## src/rtl/pmsc_consts.svh

```systemverilog
// constants for the power sequence control block
// assumes a 125 MHz system clock; long counts are overridable parameters
// Notes on behaviour
// - wake releases on button or acknowledge
// - acknowledge low pulls wake low
// - key status mirrors button after 50ms
// - button high idle, low pressed
// - reset low on undervoltage or hard reset
// - each regulator follows its enable input
// - ldo cd enable drives both, software may disable
// - single pin variant enables only third
// - alert low on pg, uv, ot events
// - write to alert clear releases alert
// - standby low: targets from select bits
// - standby high: force alternate targets
// - rails ok low when enabled rail low
// - rails ok low while slewing unless masked
// - rails ok low when all disabled
// - logic supply loss resets registers
// - fourth regulator level from software select
// - 400ms press releases wake
// - 5s press: all off, reset 1s
// - inputs ignored one second after hard reset
// - internal enables delayed 200us
`ifndef PMSC_CONSTS_SVH
`define PMSC_CONSTS_SVH
`define PMSC_CLK_MHZ        125
`define PMSC_DEBOUNCE_MS    50
`define PMSC_WAKE_PRESS_MS  400
`define PMSC_HARD_PRESS_MS  5000
`define PMSC_HARD_RST_MS    1000
`define PMSC_ACK_WAIT_MS    5000
`define PMSC_EN_DELAY_US    200
`define PMSC_EN_DELAY_CYC   (`PMSC_EN_DELAY_US * `PMSC_CLK_MHZ)
`define PMSC_MS_CYC         (1000 * `PMSC_CLK_MHZ)
`define PMSC_REG_CTRL       12'h000
`define PMSC_REG_ALERT_CLR  12'h004
`define PMSC_REG_VCHOICE    12'h008
`define PMSC_REG_STATUS     12'h00C
`define PMSC_REG_ALERT      12'h010
`define PMSC_NREG           7
`endif

```

## src/rtl/pmsc_pkg.sv

```systemverilog
// types shared by the power sequence control block
// assumes the constants header is included by users of timing values
package pmsc_pkg;
	typedef enum logic [2:0] {
		PMSC_OFF     = 3'b000,
		PMSC_WAKING  = 3'b001,
		PMSC_ON      = 3'b010,
		PMSC_HARDRST = 3'b011,
		PMSC_INHIBIT = 3'b100
	} pmsc_state_t;
endpackage

```

## src/rtl/pmsc_power_sequence_control.sv

```systemverilog
// pushbutton, wake handshake, reset, alert, power-good and enable logic
// assumes all pins synchronous to clk_sys; regulator status arrives as levels
//
// The implementer's own choices: register access over APB and the placing of the registers.
`include "pmsc_consts.svh"
module pmsc_power_sequence_control
	import pmsc_pkg::*;
#(
	parameter int unsigned MS_CYC   = `PMSC_MS_CYC,
	parameter int unsigned EN_DLY   = `PMSC_EN_DELAY_CYC,
	parameter int unsigned DEB_MS   = `PMSC_DEBOUNCE_MS,
	parameter int unsigned WAKE_MS  = `PMSC_WAKE_PRESS_MS,
	parameter int unsigned HARD_MS  = `PMSC_HARD_PRESS_MS,
	parameter int unsigned HRST_MS  = `PMSC_HARD_RST_MS,
	parameter int unsigned ACK_MS   = `PMSC_ACK_WAIT_MS,
	parameter bit          SINGLE_C = 1'b0
) (
	input  wire logic        clk_sys,
	input  wire logic        reset_n,
	input  wire logic        logic_supply_ok,
	input  wire logic        psel,
	input  wire logic        penable,
	input  wire logic        pwrite,
	input  wire logic [11:0] paddr,
	input  wire logic [31:0] pwdata,
	output logic      [31:0] prdata,
	output logic             pready,
	output logic             pslverr,
	input  wire logic        push_key_n,
	input  wire logic        host_power_ack,
	input  wire logic        ldo_b_enable,
	input  wire logic        buck_a_enable,
	input  wire logic        buck_b_enable,
	input  wire logic        buck_c_enable,
	input  wire logic        bb_enable,
	input  wire logic        ldo_cd_enable,
	input  wire logic        standby_volt_sel,
	input  wire logic        always_alive_ok,
	input  wire logic [6:0]  rail_good,
	input  wire logic [6:0]  rail_slewing,
	input  wire logic        uv_event,
	input  wire logic        ot_event,
	output logic             system_up_out,
	output logic             system_up_oe,
	output logic             key_state_out,
	output logic             key_state_oe,
	output logic             reset_out_n,
	output logic             reset_out_oe,
	output logic             alert_out_n,
	output logic             alert_out_oe,
	output logic             rails_ok_out,
	output logic             rails_ok_oe,
	output logic [6:0]       rail_enable,
	output logic [3:0]       dac_use_alt,
	output logic [1:0]       ldo_d_level
);
	// rail index: 0 buck_a 1 buck_b 2 buck_c 3 bb 4 ldo_b 5 ldo_c 6 ldo_d
	logic        rst_all_n;
	logic        sync1_r;
	logic        sync2_r;
	logic [16:0] tick_cnt_r;
	logic        ms_tick;
	logic [12:0] press_ms_r;
	logic [12:0] state_ms_r;
	logic [5:0]  deb_ms_r;
	logic        key_state_r;
	logic        key_sync_r;
	pmsc_state_t state_r;
	pmsc_state_t state_nxt;
	logic [31:0] ctrl_r;
	logic [7:0]  vchoice_r;
	logic        alert_r;
	logic [6:0]  pin_en;
	logic [6:0]  en_dly_r;
	logic [14:0] dly_cnt_r [7];
	logic        pressed;
	logic        inhibit;
	logic        pg_fail;
	logic        any_en;
	logic        wr_en;
	logic        rd_en;
	logic        addr_ok;
	logic        alert_set;

	// logic supply loss acts as a register reset on top of the pin reset
	assign rst_all_n = reset_n & logic_supply_ok;

	// two-stage synchroniser on the button; only the second stage is used
	always_ff @(posedge clk_sys or negedge rst_all_n) begin
		if (!rst_all_n) begin
			sync1_r <= 1'b1;
			sync2_r <= 1'b1;
		end else begin
			sync1_r <= push_key_n;
			sync2_r <= sync1_r;
		end
	end
	assign pressed = ~sync2_r;

	// free-running millisecond timebase
	assign ms_tick = (tick_cnt_r == 17'(MS_CYC - 1));
	always_ff @(posedge clk_sys or negedge rst_all_n) begin
		if (!rst_all_n)
			tick_cnt_r <= 17'h0_0000;
		else
			tick_cnt_r <= ms_tick ? 17'h0_0000 : tick_cnt_r + 17'h0_0001;
	end

	assign inhibit = (state_r == PMSC_INHIBIT) || (state_r == PMSC_HARDRST);

	// press duration counter and debounced status
	always_ff @(posedge clk_sys or negedge rst_all_n) begin
		if (!rst_all_n) begin
			press_ms_r  <= 13'h0000;
			deb_ms_r    <= 6'h00;
			key_sync_r  <= 1'b1;
			key_state_r <= 1'b1;
		end else begin
			key_sync_r <= sync2_r;
			if (!pressed || inhibit)
				press_ms_r <= 13'h0000;
			else if (ms_tick && press_ms_r != 13'h1FFF)
				press_ms_r <= press_ms_r + 13'h0001;
			if (key_sync_r != sync2_r)
				deb_ms_r <= 6'h00;
			else if (ms_tick && deb_ms_r != 6'(DEB_MS))
				deb_ms_r <= deb_ms_r + 6'h01;
			// level must be stable for the debounce time before it is mirrored
			if (deb_ms_r == 6'(DEB_MS) && !inhibit)
				key_state_r <= sync2_r;
		end
	end

	// wake / hard reset sequencer
	always_comb begin
		state_nxt = state_r;
		case (state_r)
			PMSC_OFF: begin
				if (host_power_ack || press_ms_r >= 13'(WAKE_MS))
					state_nxt = PMSC_WAKING;
			end
			PMSC_WAKING: begin
				if (press_ms_r >= 13'(HARD_MS))
					state_nxt = PMSC_HARDRST;
				else if (host_power_ack)
					state_nxt = PMSC_ON;
				else if (state_ms_r >= 13'(ACK_MS))
					state_nxt = PMSC_OFF;
			end
			PMSC_ON: begin
				if (press_ms_r >= 13'(HARD_MS))
					state_nxt = PMSC_HARDRST;
				else if (!host_power_ack)
					state_nxt = PMSC_OFF;
			end
			PMSC_HARDRST: begin
				if (state_ms_r >= 13'(HRST_MS))
					state_nxt = PMSC_INHIBIT;
			end
			PMSC_INHIBIT: begin
				if (state_ms_r >= 13'(HRST_MS))
					state_nxt = PMSC_OFF;
			end
			default: state_nxt = PMSC_OFF;
		endcase
	end

	always_ff @(posedge clk_sys or negedge rst_all_n) begin
		if (!rst_all_n) begin
			state_r    <= PMSC_OFF;
			state_ms_r <= 13'h0000;
		end else begin
			state_r <= state_nxt;
			if (state_nxt != state_r)
				state_ms_r <= 13'h0000;
			else if (ms_tick && state_ms_r != 13'h1FFF)
				state_ms_r <= state_ms_r + 13'h0001;
		end
	end

	// regulator enables: pin level delayed, forced off during hard reset
	assign pin_en[0] = buck_a_enable;
	assign pin_en[1] = buck_b_enable;
	assign pin_en[2] = buck_c_enable;
	assign pin_en[3] = bb_enable;
	assign pin_en[4] = ldo_b_enable;
	assign pin_en[5] = ldo_cd_enable;
	// software may veto the fourth ldo through ctrl bit 8
	assign pin_en[6] = SINGLE_C ? 1'b0 : (ldo_cd_enable & ~ctrl_r[8]);

	genvar gi;
	generate
		for (gi = 0; gi < `PMSC_NREG; gi++) begin : g_dly
			always_ff @(posedge clk_sys or negedge rst_all_n) begin
				if (!rst_all_n) begin
					dly_cnt_r[gi] <= 15'h0000;
					en_dly_r[gi]  <= 1'b0;
				end else if (inhibit) begin
					dly_cnt_r[gi] <= 15'h0000;
					en_dly_r[gi]  <= 1'b0;
				end else if (pin_en[gi] == en_dly_r[gi]) begin
					dly_cnt_r[gi] <= 15'h0000;
				end else if (dly_cnt_r[gi] == 15'(EN_DLY - 1)) begin
					dly_cnt_r[gi] <= 15'h0000;
					en_dly_r[gi]  <= pin_en[gi];
				end else begin
					dly_cnt_r[gi] <= dly_cnt_r[gi] + 15'h0001;
				end
			end
		end
	endgenerate
	assign rail_enable = en_dly_r;

	// power good: ctrl bit 0 masks slewing from the power-good pin
	assign any_en  = |en_dly_r;
	assign pg_fail = |(en_dly_r & ~rail_good);
	always_ff @(posedge clk_sys or negedge rst_all_n) begin
		if (!rst_all_n)
			rails_ok_out <= 1'b0;
		else
			rails_ok_out <= any_en & ~pg_fail
				& ~(~ctrl_r[0] & |(en_dly_r & rail_slewing));
	end

	// dac target select
	assign dac_use_alt = standby_volt_sel ? 4'hF : vchoice_r[3:0];
	assign ldo_d_level = ctrl_r[5:4];

	// apb slave, zero wait states
	assign addr_ok = (paddr == `PMSC_REG_CTRL) || (paddr == `PMSC_REG_ALERT_CLR) ||
		(paddr == `PMSC_REG_VCHOICE) || (paddr == `PMSC_REG_STATUS) ||
		(paddr == `PMSC_REG_ALERT);
	assign wr_en   = psel & penable & pwrite & addr_ok;
	assign rd_en   = psel & ~penable & ~pwrite;
	assign pready  = 1'b1;
	assign pslverr = psel & penable & ~addr_ok;

	assign alert_set = uv_event | ot_event | (any_en & pg_fail);
	always_ff @(posedge clk_sys or negedge rst_all_n) begin
		if (!rst_all_n) begin
			ctrl_r    <= 32'h0000_0000;
			vchoice_r <= 8'h00;
			alert_r   <= 1'b0;
		end else begin
			if (wr_en && paddr == `PMSC_REG_CTRL)
				ctrl_r <= pwdata;
			if (wr_en && paddr == `PMSC_REG_VCHOICE)
				vchoice_r <= pwdata[7:0];
			// a new event in the clearing cycle keeps the alert asserted
			if (alert_set)
				alert_r <= 1'b1;
			else if (wr_en && paddr == `PMSC_REG_ALERT_CLR)
				alert_r <= 1'b0;
		end
	end

	always_ff @(posedge clk_sys or negedge rst_all_n) begin
		if (!rst_all_n)
			prdata <= 32'h0000_0000;
		else if (rd_en) begin
			case (paddr)
				`PMSC_REG_CTRL:    prdata <= ctrl_r;
				`PMSC_REG_VCHOICE: prdata <= {24'h00_0000, vchoice_r};
				`PMSC_REG_STATUS:  prdata <= {13'h0000, state_r, rail_good, en_dly_r,
					key_state_r, rails_ok_out};
				`PMSC_REG_ALERT:   prdata <= {31'h0000_0000, alert_r};
				default:           prdata <= 32'h0000_0000;
			endcase
		end
	end

	// open-drain pins: enable high while pulling low
	assign system_up_out = (state_r == PMSC_WAKING) || (state_r == PMSC_ON);
	assign system_up_oe  = ~system_up_out;
	assign key_state_out = key_state_r;
	assign key_state_oe  = ~key_state_r;
	assign reset_out_n   = always_alive_ok & (state_r != PMSC_HARDRST);
	assign reset_out_oe  = ~reset_out_n;
	assign alert_out_n   = ~alert_r;
	assign alert_out_oe  = alert_r;
	assign rails_ok_oe   = ~rails_ok_out;
endmodule

```

## config.mk

```make
export PLATFORM = sky130hd
export DESIGN_NAME = pmsc_power_sequence_control
export DESIGN_NICKNAME = d
export VERILOG_FILES = /design/src/rtl/pmsc_pkg.sv /design/src/rtl/pmsc_power_sequence_control.sv
export VERILOG_INCLUDE_DIRS = /design/src /design/src/rtl
export SDC_FILE = /design/constraint.sdc
export NUM_CORES = 1
export LEC_CHECK = 0
export ABC_AREA = 0
export BUFFER_PORTS_ARGS = -buffer_cell sky130_fd_sc_hd__buf_4
export CORE_UTILIZATION = 48
export CTS_BUF_LIST = sky130_fd_sc_hd__clkbuf_8
export CTS_CLUSTER_DIAMETER = 150
export DETAILED_ROUTE_END_ITERATION = 10
export PLACE_DENSITY_LB_ADDON = 0.08
export SYNTH_ARGS = -nofsm -noshare
export SYNTH_HDL_FRONTEND = slang
export SYNTH_SLANG_ARGS = --single-unit
```

## constraint.sdc

```tcl
create_clock -name clk_sys -period 18.4 [get_ports clk_sys]
set_input_delay 2.76 -clock clk_sys [delete_from_list [all_inputs] [get_ports clk_sys]]
set_output_delay 2.76 -clock clk_sys [all_outputs]
set_load 0.05 [all_outputs]
```

==> metrics.yaml <==
sta:
  tightest_slew_ps: 1140
  fin_crit_sh: 0.366
  fin_skew_ps: 12.6
  min_period_ps: 6730
  fmax_ghz: 0.149
  tns_ps: 0
  rsz0062_at_grt: "no"
  hold_viol: 0
  slew_headroom: 0.242
  maxSlewViolCount: 0
  setup_viol: 0
worst_setup_path:
  cp.required_ps: 15640
  ff2ff_setup_slack_ps: 15680
  end_kind: "output pin"
  start_kind: "input pin"
  critical_path_class: "input pin to output pin"
  reg2reg_depth: 4
  worstReg2RegEnd: "deb_ms_r[2]"
  rr_startpoint: "tick_cnt_r[3]"
  crit_arrival_ps: 3970
  cp_max_fo: 2
die:
  die_h_um: 157
  coreArea_sq_um: 23500
  io_pins: 133
  dieArea_sq_um: 24600
  start_util: 0.490
  rows: 56
  die_x_um: 157
pwr:
  combinationalPowerShare: 0.126
  switching_share: 0.275
  internal-power_uw: 897
  ir_drop_mv: 0.0588
  p_leak_uw: 0.00630
  power_uw: 1240
  p_seq_frac: 0.456
  cellPowerDensity_nw_per_um2: 90.4
  switching_power_uw: 341
  p_clk_frac: 0.417
layout:
  nets: 1370
  areaGrowthSynthToFinish_pct: 19.0
  fillers: 2093
  antenna_cells: 0
  drive_gt1_frac: 0.197
  most-common-layout-cells: "dfrtp_1 (238), nor2_1 (194), buf_4 (138), nand2_1 (87), xor2_1 (76)"
  final_common_cell: "dfrtp_1"
clock_tree:
  post_cts_buffers: 0
  clock-sinks: 242
  post_cts_resized: 0
  cts_htree_levels: 2
  cts_made_buffers: 43
  clock_latency_ps: 530
  cts-root-buf: "clkbuf_8"
  tritoncts: "done"
  postCtsHoldBufs: 0
  path_clk_slew_ps: 50
  clock_tree.buffer_depth: 3
min_path:
  hold_end: "sync2_r"
  min-delay-start: "sync1_r"
  hold_class: "flip-flop to flip-flop"
  hold_path_depth: 0
global_route:
  overflow: 0
  grt_pass1_vias: 8283
  grt_max_degree: 77
  antenna_found_initial: 1
  grt_use_total: 0.217
  grt_pass1_wl_um: 42300
yosys:
  yosysUniqueCellTypes: 62
  syn_nets: 1223
  ys_warn_count: 0
  synth.yosys.seq_area_share: 0.527
  avgSynthCellArea_sq_um: 10.2
  synth_area_sq_um: 11500
  synth-async-reset-ratio: 1.00
  synth_edf_count: 0
  ys.flop_type: "dfrtp_1"
  syn_inst: 1133
  ys_seq_elements: 242
drt:
  vias_per_cell: 5.30
  wl_um: 25700
  drt-initial-drc-count: 447
  wl_per_cell_um: 15.8
  ant_nets: 0
  vias: 8645
  firstDrtPassIters: 5
  drc: 0
placed_design:
  numPortBuffers: 131
  routabilityCongestion: 0.816
  hpwl_um: 17600
flow_run:
  cap_violations: 0
run_status:
  outcome: "complete, no violations"
-- flip-flops by register name, indices dropped and copies added (netlist names), 6 cells and up --
signal / count
ctrl_r: 32
deb_ms_r: 6
dly_cnt_r: 105
prdata: 32
press_ms_r: 13
rail_enable: 7
state_ms_r: 13
tick_cnt_r: 17
vchoice_r: 8
-- power by group through the flow --
stage / sequential, uW / clock, uW / combinational, uW
floorplan: 567 / 0 / 112
global placement: 574 / 0 / 158
detailed placement: 574 / 0 / 160
CTS: 565 / 532 / 160
global route: 567 / 560 / 176
finish: 565 / 516 / 156
-- stage by stage --
step / util / std cells / instance area, sq um / setup WS, ps / hold WS [ps]
floorplan: - / 1133 / 11500 / 7820 / 345
CTS: 0.583 / 1631 / 13700 / 11670 / 360
detailed placement: 0.544 / 1554 / 12800 / 11670 / 353
global placement: 0.544 / 1554 / 12800 / 11660 / 347
finish: 0.583 / 1631 / 13700 / 11670 / 358
global route: 0.583 / 1631 / 13700 / 11640 / 364
-- worst max-delay path, stage by stage --
cell and delay [ps]:
buf_4 120, or4_4 550, nor3_1 250, a21oi_1 100
buf_4 200
-- per-layer routing --
layer	track usage	share of wire	vias up
li1	-	-	4215
met1	0.302	0.47	4191
met2	0.345	0.46	196
met3	0.0393	0.053	43
met4	0.0640	0.018	0
met5	0	0	-
-- synth_stat cells, drive strengths merged (4+ instances only) --
cell | number | area share
a21oi | 16 | 0.0070
or2 | 6 | 0.0033
buf | 10 | 0.0066
a22oi | 13 | 0.0085
nor4 | 17 | 0.011
and3 | 14 | 0.0076
nand2 | 87 | 0.028
nor3 | 32 | 0.015
dfstp | 4 | 0.0091
nor3b | 4 | 0.0036
and4 | 9 | 0.0069
a22o | 14 | 0.011
o211ai | 4 | 0.0026
or4 | 11 | 0.0075
dfrtp | 238 | 0.52
mux2 | 40 | 0.039
mux2i | 19 | 0.017
a31oi | 10 | 0.0054
inv | 41 | 0.013
nand3 | 66 | 0.029
and2 | 7 | 0.0038
nand4 | 26 | 0.015
clkbuf | 26 | 0.0085
o21ai | 33 | 0.014
ha | 14 | 0.015
nor2 | 194 | 0.063
xor2 | 76 | 0.058
or3 | 13 | 0.0071
xnor2 | 55 | 0.042
-- cells by family after synthesis --
group / Yosys count / share of synthesized area
mux: 59 / 0.0557
compound gates: 108 / 0.0617
fa+ha+maj: 14 / 0.0152
buf+inv: 77 / 0.0285
xor+xnor: 131 / 0.0997
flops: 242 / 0.527
other cells: 1 / 0.000326
simple gates: 501 / 0.212
-- worst max path at each step --
stage / start / endpoint / slack, ps / cells past startpoint
4_1_cts: paddr[7] / pslverr / 11670 / 5
3_3_place_gp: paddr[7] / pslverr / 11660 / 5
5_1_grt: paddr[7] / pslverr / 11640 / 5
2_1_floorplan: logic_supply_ok / alert_out_oe / 7820 / 1
6_report: paddr[7] / pslverr / 11670 / 5
3_5_place_dp: paddr[7] / pslverr / 11670 / 5
-- layout make-up --
class / instances / area [sq um] / area share
Inverter: 41 / 154 / 0.0112
Timing Repair Buffer: 138 / 1040 / 0.0757
Tap cell: 319 / 399 / 0.0292
Clock buffer: 57 / 785 / 0.0573
Clock inverter: 20 / 133 / 0.00969
Multi-Input combinational cell: 814 / 5120 / 0.374
Sequential cell: 242 / 6060 / 0.443
No activity file was read; power rests on OpenSTA's default activity.
